$ cat src/shared/epr_defs.svh
// Purpose: offsets, field positions and reset values of the pin request flag block
// Assumes: 32-bit apb data, one aligned word per register
// Notes:   included by bare name
`ifndef EPR_DEFS_SVH
`define EPR_DEFS_SVH

`define EPR_ADDR_W        12
`define EPR_OFF_ENABLE    12'h000
`define EPR_OFF_FLAGS     12'h004
`define EPR_OFF_PSENSE    12'h008
`define EPR_OFF_XSENSE    12'h00c
`define EPR_OFF_ISTAT     12'h010
`define EPR_OFF_IMASK     12'h014

`define EPR_NUM_PORT      16
`define EPR_NUM_EXT       6
`define EPR_GRP_LOW_BIT   7
`define EPR_GRP_HIGH_BIT  6

`define EPR_RST_ENABLE    16'h0000
`define EPR_RST_FLAGS     8'h00
`define EPR_RST_PSENSE    16'h0000
`define EPR_RST_XSENSE    12'h000
`define EPR_RST_ISTAT     8'h00
`define EPR_RST_IMASK     8'h00

`endif

$ cat src/shared/epr_pkg.sv
// Purpose: types shared by the pin request flag block
// Assumes: nothing
// Notes:   constants live in epr_defs.svh
`default_nettype none
package epr_pkg;

  // detection mode of one external request pin
  typedef enum logic [1:0] {
    EPR_SENSE_FALL = 2'h0,
    EPR_SENSE_RISE = 2'h1,
    EPR_SENSE_LOW  = 2'h2,
    EPR_SENSE_RSVD = 2'h3
  } epr_sense_t;

  // layout of the request flag register, also of status and mask
  typedef struct packed {
    logic       grp_low;
    logic       grp_high;
    logic [5:0] ext;
  } epr_flags_t;

  typedef struct packed {
    logic [11:0] addr;
    logic        write;
    logic [31:0] wdata;
  } epr_apb_req_t;

endpackage
`default_nettype wire

$ cat src/hdl/epr_pin_flags.sv
// Purpose: port pin enables and request flags of external interrupt pins, apb slave
// Assumes: pins synchronous to pclk; manual_rst a synchronous active high pulse or level
// Notes:   pready always high, prdata captured in the setup cycle
//
// Our own choices: the APB register port and the placing of the registers.
`include "epr_defs.svh"
`timescale 1ns/1ps
`default_nettype none
module epr_pin_flags (
  input  wire logic        pclk,
  input  wire logic        presetn,
  input  wire logic        manual_rst,
  input  wire logic        psel,
  input  wire logic        penable,
  input  wire logic        pwrite,
  input  wire logic [11:0] paddr,
  input  wire logic [31:0] pwdata,
  output logic [31:0]      prdata,
  output logic             pready,
  output logic             pslverr,
  input  wire logic [15:0] port_interrupt_pins,
  input  wire logic [5:0]  ext_request_pins,
  output logic             port_group_low_flag,
  output logic             port_group_high_flag,
  output logic [5:0]       ext_request_pin_flags,
  output logic             irq
);

  // bus request and decode
  epr_pkg::epr_apb_req_t req;
  logic                  setup_phase;
  logic                  access;
  logic                  wr_en;
  logic                  rd_en;
  logic                  hit_enable;
  logic                  hit_flags;
  logic                  hit_psense;
  logic                  hit_xsense;
  logic                  hit_istat;
  logic                  hit_imask;
  logic                  mapped;
  logic                  wr_enable_sel;
  logic                  wr_psense_sel;
  logic                  wr_xsense_sel;
  logic                  wr_flags_sel;
  logic                  wr_imask_sel;
  logic                  rd_flags_sel;
  logic                  rd_istat_sel;
  logic                  rd_capture;

  // registers
  logic [15:0]           port_pin_int_enable_ff;
  logic [15:0]           port_pin_sense_ff;
  logic [11:0]           ext_sense_ff;
  logic [7:0]            istat_ff;
  logic [7:0]            nxt_istat;
  logic [7:0]            imask_ff;
  logic [5:0]            armed_ff;
  logic [5:0]            nxt_armed;
  logic [31:0]           prdata_ff;
  logic [31:0]           nxt_prdata;
  logic                  irq_ff;

  // request state
  logic [15:0]           port_req;
  logic                  grp_low_ff;
  logic                  grp_high_ff;
  logic [5:0]            ext_flag;
  logic [5:0]            ext_clr;
  epr_pkg::epr_flags_t   flags;
  epr_pkg::epr_flags_t   flags_prev_ff;
  logic [7:0]            flag_rise;

  assign req.addr    = paddr;
  assign req.write   = pwrite;
  assign req.wdata   = pwdata;
  assign setup_phase = psel & ~penable;
  assign access      = psel & penable;
  assign wr_en       = access & req.write;
  assign rd_en       = access & ~req.write;

  assign hit_enable = (req.addr == `EPR_OFF_ENABLE);
  assign hit_flags  = (req.addr == `EPR_OFF_FLAGS);
  assign hit_psense = (req.addr == `EPR_OFF_PSENSE);
  assign hit_xsense = (req.addr == `EPR_OFF_XSENSE);
  assign hit_istat  = (req.addr == `EPR_OFF_ISTAT);
  assign hit_imask  = (req.addr == `EPR_OFF_IMASK);
  assign mapped     = hit_enable | hit_flags | hit_psense | hit_xsense | hit_istat | hit_imask;

  // one strobe per register access
  assign wr_enable_sel = wr_en & hit_enable;
  assign wr_psense_sel = wr_en & hit_psense;
  assign wr_xsense_sel = wr_en & hit_xsense;
  assign wr_flags_sel  = wr_en & hit_flags;
  assign wr_imask_sel  = wr_en & hit_imask;
  assign rd_flags_sel  = rd_en & hit_flags;
  assign rd_istat_sel  = rd_en & hit_istat;
  assign rd_capture    = setup_phase & ~req.write;

  // zero wait states; unmapped address answers with an error
  assign pready  = 1'b1;
  assign pslverr = access & ~mapped;

  // standby has no port: every register simply keeps its contents
  // port pin enable register
  always_ff @(posedge pclk or negedge presetn) begin
    if (!presetn) begin
      port_pin_int_enable_ff <= `EPR_RST_ENABLE;
    end else if (manual_rst) begin
      port_pin_int_enable_ff <= `EPR_RST_ENABLE;
    end else if (wr_enable_sel) begin
      port_pin_int_enable_ff <= req.wdata[15:0];
    end
  end

  // sense registers
  always_ff @(posedge pclk or negedge presetn) begin
    if (!presetn) begin
      port_pin_sense_ff <= `EPR_RST_PSENSE;
      ext_sense_ff      <= `EPR_RST_XSENSE;
    end else if (manual_rst) begin
      port_pin_sense_ff <= `EPR_RST_PSENSE;
      ext_sense_ff      <= `EPR_RST_XSENSE;
    end else begin
      if (wr_psense_sel) begin
        port_pin_sense_ff <= req.wdata[15:0];
      end
      if (wr_xsense_sel) begin
        ext_sense_ff <= req.wdata[11:0];
      end
    end
  end

  // port pin requests: active level chosen per pin, gated by enable
  always_comb begin
    for (int i = 0; i < `EPR_NUM_PORT; i++) begin
      port_req[i] = port_pin_int_enable_ff[i] & ~(port_interrupt_pins[i] ^ port_pin_sense_ff[i]);
    end
  end

  // registered group flags give clean level outputs
  always_ff @(posedge pclk or negedge presetn) begin
    if (!presetn) begin
      grp_low_ff  <= 1'b0;
      grp_high_ff <= 1'b0;
    end else if (manual_rst) begin
      grp_low_ff  <= 1'b0;
      grp_high_ff <= 1'b0;
    end else begin
      grp_low_ff  <= |port_req[7:0];
      grp_high_ff <= |port_req[15:8];
    end
  end

  // clear only bits that were read as one, written as zero
  // arming stops a blind write from clearing a flag software never saw
  assign ext_clr = wr_flags_sel ? (armed_ff & ~req.wdata[5:0]) : 6'h00;

  // external request pin detectors
  for (genvar g = 0; g < `EPR_NUM_EXT; g++) begin : g_ext
    epr_ext_det u_det (
      .pclk       (pclk),
      .presetn    (presetn),
      .manual_rst (manual_rst),
      .pin        (ext_request_pins[g]),
      .sense      (epr_pkg::epr_sense_t'(ext_sense_ff[2*g +: 2])),
      .clr        (ext_clr[g]),
      .flag       (ext_flag[g])
    );
  end

  assign flags.grp_low  = grp_low_ff;
  assign flags.grp_high = grp_high_ff;
  assign flags.ext      = ext_flag;

  // arming for the read-then-write clear
  always_comb begin
    nxt_armed = armed_ff;
    if (rd_flags_sel) begin
      nxt_armed = prdata_ff[5:0];
    end else if (wr_flags_sel) begin
      nxt_armed = 6'h00;
    end
  end

  always_ff @(posedge pclk or negedge presetn) begin
    if (!presetn) begin
      armed_ff <= 6'h00;
    end else if (manual_rst) begin
      armed_ff <= 6'h00;
    end else begin
      armed_ff <= nxt_armed;
    end
  end

  // interrupt status: rising edges of each flag, cleared by reading
  always_ff @(posedge pclk or negedge presetn) begin
    if (!presetn) begin
      flags_prev_ff <= `EPR_RST_FLAGS;
    end else if (manual_rst) begin
      flags_prev_ff <= `EPR_RST_FLAGS;
    end else begin
      flags_prev_ff <= flags;
    end
  end

  assign flag_rise = flags & ~flags_prev_ff;

  // a rise in the read cycle wins over the clear, so no event is lost
  always_comb begin
    nxt_istat = istat_ff;
    if (rd_istat_sel) begin
      nxt_istat = nxt_istat & ~prdata_ff[7:0];
    end
    nxt_istat = nxt_istat | flag_rise;
  end

  always_ff @(posedge pclk or negedge presetn) begin
    if (!presetn) begin
      istat_ff <= `EPR_RST_ISTAT;
    end else if (manual_rst) begin
      istat_ff <= `EPR_RST_ISTAT;
    end else begin
      istat_ff <= nxt_istat;
    end
  end

  always_ff @(posedge pclk or negedge presetn) begin
    if (!presetn) begin
      imask_ff <= `EPR_RST_IMASK;
    end else if (manual_rst) begin
      imask_ff <= `EPR_RST_IMASK;
    end else if (wr_imask_sel) begin
      imask_ff <= req.wdata[7:0];
    end
  end

  // next status is used so a read clear drops irq one edge sooner
  always_ff @(posedge pclk or negedge presetn) begin
    if (!presetn) begin
      irq_ff <= 1'b0;
    end else begin
      irq_ff <= |(nxt_istat & imask_ff);
    end
  end

  // read data captured in the setup cycle
  always_comb begin
    nxt_prdata = 32'h0000_0000;
    case (req.addr)
      `EPR_OFF_ENABLE: nxt_prdata[15:0] = port_pin_int_enable_ff;
      `EPR_OFF_FLAGS:  nxt_prdata[7:0]  = flags;
      `EPR_OFF_PSENSE: nxt_prdata[15:0] = port_pin_sense_ff;
      `EPR_OFF_XSENSE: nxt_prdata[11:0] = ext_sense_ff;
      `EPR_OFF_ISTAT:  nxt_prdata[7:0]  = istat_ff;
      `EPR_OFF_IMASK:  nxt_prdata[7:0]  = imask_ff;
      default:         nxt_prdata       = 32'h0000_0000;
    endcase
  end

  always_ff @(posedge pclk or negedge presetn) begin
    if (!presetn) begin
      prdata_ff <= 32'h0000_0000;
    end else if (rd_capture) begin
      prdata_ff <= nxt_prdata;
    end
  end

  assign prdata                = prdata_ff;
  assign port_group_low_flag   = grp_low_ff;
  assign port_group_high_flag  = grp_high_ff;
  assign ext_request_pin_flags = ext_flag;
  assign irq                   = irq_ff;

endmodule
`default_nettype wire

$ cat src/hdl/epr_ext_det.sv
// Purpose: request flag of one external request pin
// Assumes: pin synchronous to pclk
// Notes:   edge modes latch, low level mode follows the pin
`timescale 1ns/1ps
`default_nettype none
module epr_ext_det (
  input  wire logic              pclk,
  input  wire logic              presetn,
  input  wire logic              manual_rst,
  input  wire logic              pin,
  input  wire epr_pkg::epr_sense_t sense,
  input  wire logic              clr,
  output logic                   flag
);

  logic prev_ff;
  logic valid_ff;
  logic flag_ff;
  logic nxt_flag;
  logic hit;

  always_ff @(posedge pclk or negedge presetn) begin
    if (!presetn) begin
      prev_ff  <= 1'b1;
      valid_ff <= 1'b0;
    end else begin
      prev_ff  <= pin;
      valid_ff <= ~manual_rst;
    end
  end

  always_comb begin
    hit = 1'b0;
    case (sense)
      epr_pkg::EPR_SENSE_FALL: hit = valid_ff & prev_ff & ~pin;
      epr_pkg::EPR_SENSE_RISE: hit = valid_ff & ~prev_ff & pin;
      default:                 hit = 1'b0;
    endcase
  end

  always_comb begin
    nxt_flag = flag_ff;
    if (sense == epr_pkg::EPR_SENSE_LOW) begin
      nxt_flag = ~pin;
    end else if (hit) begin
      nxt_flag = 1'b1;
    end else if (clr) begin
      nxt_flag = 1'b0;
    end
  end

  always_ff @(posedge pclk or negedge presetn) begin
    if (!presetn) begin
      flag_ff <= 1'b0;
    end else if (manual_rst) begin
      flag_ff <= 1'b0;
    end else begin
      flag_ff <= nxt_flag;
    end
  end

  assign flag = flag_ff;

endmodule
`default_nettype wire

$ cat config.mk
export PLATFORM = sky130hd
export DESIGN_NAME = epr_pin_flags
export DESIGN_NICKNAME = d
export VERILOG_FILES = /design/src/shared/epr_pkg.sv /design/src/hdl/epr_pin_flags.sv /design/src/hdl/epr_ext_det.sv
export VERILOG_INCLUDE_DIRS = /design/src /design/src/shared
export SDC_FILE = /design/constraint.sdc
export NUM_CORES = 1
export LEC_CHECK = 0
export BUFFER_PORTS_ARGS = -buffer_cell sky130_fd_sc_hd__buf_2
export CAP_MARGIN = 25
export CORE_UTILIZATION = 55
export CTS_CLUSTER_DIAMETER = 100
export DETAILED_ROUTE_END_ITERATION = 8
export GPL_TIMING_DRIVEN = 1
export PLACE_DENSITY = 0.91
export SLEW_MARGIN = 20
export SYNTH_ARGS = -nofsm -noshare
export SYNTH_HDL_FRONTEND = slang
export SYNTH_SLANG_ARGS = --single-unit
$ cat constraint.sdc
create_clock -name pclk -period 3.6 [get_ports pclk]
set_input_delay 0.72 -clock pclk [delete_from_list [all_inputs] [get_ports pclk]]
set_output_delay 0.72 -clock pclk [all_outputs]
set_load 0.02 [all_outputs]
==> results.cfg <==
[final_layout]
final_cell_mix = 125 x nand2_1, 100 x dfrtp_1, 80 x buf_2
layout.nets = 725
diodes = 0
mostFrequentLayoutCell = nand2_1
syn_to_final_growth_pct = 11.2
seq_area_mm2 = 0.00266
fillers = 765
multi_input_area_mm2 = 0.00257
layout-drive-gt1-share_pct = 19.8

[routing]
route.detailed.drc = 0
wl_per_cell_um = 18.3
dr_total_vias = 4836
drtPass1Iterations = 7
ant_nets = 0
viasPerCell = 6.11
drt_iter0_drc = 435
drt-total-wl_um = 14500

[yosys]
syn-cell-area_mm2 = 0.00550
ys_ff_latch = 106
synth_flop_cell = dfrtp_1
synth.distinct_cells = 51
yosysSeqAreaShare_pct = 48.3
postSynthAreaPerCell_um2 = 9.33
synthCells = 590
synth_edf_count = 0
async_flop_share_pct = 100
ys_warn_count = 0

[clocking]
clk_latency_ns = 0.38
clkTransAtPathRegs_ns = 0.10
cts_num_sinks = 106
post_cts_buffers = 0
clockRootBuffer = clkbuf_8
cts_buffer_depth = 2
cts_tree = done
ctsHoldBuffers = 0
htreeDepth = 3
cts_buffers = 9
cts-resized-gates = 0

[die]
die_w_um = 102
num_rows = 36
fp.coreArea_mm2 = 0.00973
start_util_pct = 56.6
io_pins = 115
die_area_mm2 = 0.0104
dieHeight_um = 102

[global_route]
grt_pass1_vias = 4716
grt_max_degree = 50
grt_usage_pct = 29.4
antenna_found_initial = 0
grt_pass1_wl_um = 23000
overflow = 0

[timing]
fmax_mhz = 390
rsz0062_at_grt = false
finClkSkew_ns = 0.0112
tns_ns = 0
tightestPinTransition_ns = 0.897
slew_headroom_pct = 40.2
finalSetupViolCount = 0
min_period_over_period_pct = 71.2
hold_violations = 0
period_needed_ns = 2.56
slew_violations = 0

[setup_path]
max_stage_delay_ns = 0.43
required_ns = 2.88
worst_ep_arrival_time_ns = 1.84
critPathMostFrequentCell = buf_2
worstSetupPathType = primary input to output port
startpoint_type = primary input
crit_path_end_kind = output port
critPathSlowestCell = nor4_4
path_max_fanout = 5
worstPathCellList = buf_2, nor4_4, and3_1, a21oi_1, buf_2

[power_and_ir_drop]
power.density_mw_per_mm2 = 368
p_leak_nw = 2.63
p_total_mw = 2.25
ir_drop_mv = 0.171

[place]
numPortBuffers = 81
routabilityCongestion = 0.949
dpl.hpwl_um = 10300

[status]
status = complete, no violations

[run]
cap_violations = 0

[min_path]
hold_class = primary input to asynchronous set/reset pin
## registers in the layout (all words and copies together) (netlist names)
signal,cells
prdata,16
istat_ff,8
g_ext.u_det.valid_ff,1
port_group_low_flag,1
port_group_high_flag,1
g_ext.u_det.prev_ff,6
armed_ff,6
port_pin_int_enable_ff,16
irq,1
port_pin_sense_ff,16
imask_ff,8
flags_prev_ff,8
g_ext.u_det.flag,6
ext_sense_ff,12
## power breakdown
part | switching [mW] | total (mW) | internal [mW]
Sequential | 0.0130 | 1.22 | 1.21
Clock | 0.405 | 0.837 | 0.432
Combinational | 0.134 | 0.196 | 0.0613
## final timing paths
kind | start | endpoint | slack, ns | cells past startpoint
min | presetn | prdata[13]$_DFFE_PN0P_ | 0.30 | 1
max | paddr[9] | pslverr | 1.04 | 5
max reg2reg | port_group_high_flag$_DFF_PN0_ | prdata[6]$_DFFE_PN0P_ | 1.86 | 5
min reg2reg | prdata[12]$_DFFE_PN0P_ | prdata[12]$_DFFE_PN0P_ | 0.49 | 2
min in group pclk | ext_request_pins[4] | g_ext[4].u_det.prev_ff$_DFF_PN1_ | 0.45 | 1
max in group asynchronous | presetn | g_ext[5].u_det.prev_ff$_DFF_PN1_ | 2.45 | 2
## routing by layer
layer,global-route usage [%],up-vias,wire length (um)
met5,0,-,0
met2,46.0,309,7080
met3,5.81,33,1360
met4,15.2,0,348
met1,39.1,2357,5700
li1,-,2137,-
## critical path: cells and delay by family
kind	cells	cell delay [ns]
compound gates	1	0.12
buf+inv	2	0.29
simple gates	2	0.71
## stage by stage
step	instance area, um^2	hold slack (ns)	worst slack [ns]	utilization [%]	std cells
2_1_floorplan	5560	0.424	1.18	-	605
3_3_place_gp	5890	0.463	0.818	60.6	775
3_5_place_dp	5890	0.467	0.824	60.6	775
4_1_cts	6120	0.320	1.06	62.9	791
5_1_grt	6120	0.343	1.02	62.9	791
6_report	6120	0.301	1.04	62.9	791
## cells in the mapped netlist, types with 6 or more instances
master / number / area share, %
buf_4: 25 / 3.4
nor3_1: 11 / 1.0
inv_1: 8 / 0.55
nand3b_1: 6 / 0.82
dfrtp_1: 100 / 45
mux2i_1: 9 / 1.6
nor2_1: 19 / 1.3
a22oi_1: 17 / 2.3
dfstp_2: 6 / 2.9
o22ai_1: 6 / 0.68
a21oi_1: 78 / 7.1
clkbuf_1: 21 / 1.4
o21ai_0: 28 / 2.5
nand2_1: 125 / 8.5
xnor2_1: 16 / 2.5
nor2b_1: 26 / 3.0
nand3_1: 8 / 0.73
nor3b_1: 9 / 1.2
## logic make-up (layout without fill, tap and decap cells)
family / count (synthesis) / after routing / synth area share, %
and+or+nand+nor: 235 / 235 / 21.7
AOI/OAI and AO/OA: 150 / 150 / 15.4
DFF: 106 / 106 / 48.3
buffers and inverters: 60 / 113 / 6.05
muxes: 21 / 21 / 5.86
xor gates and xnor gates: 16 / 16 / 2.55
other: 2 / 17 / 0.136
## final cells by class
type,count,share of cell area (%)
clock inverter,4,1.21
sequential,106,43.5
timing repair buffer,89,7.65
multi-input combinational,439,41.9
clock buffer,12,2.53
inverter,8,0.491
tap,133,2.72
(Power assumes the default switching activity.)
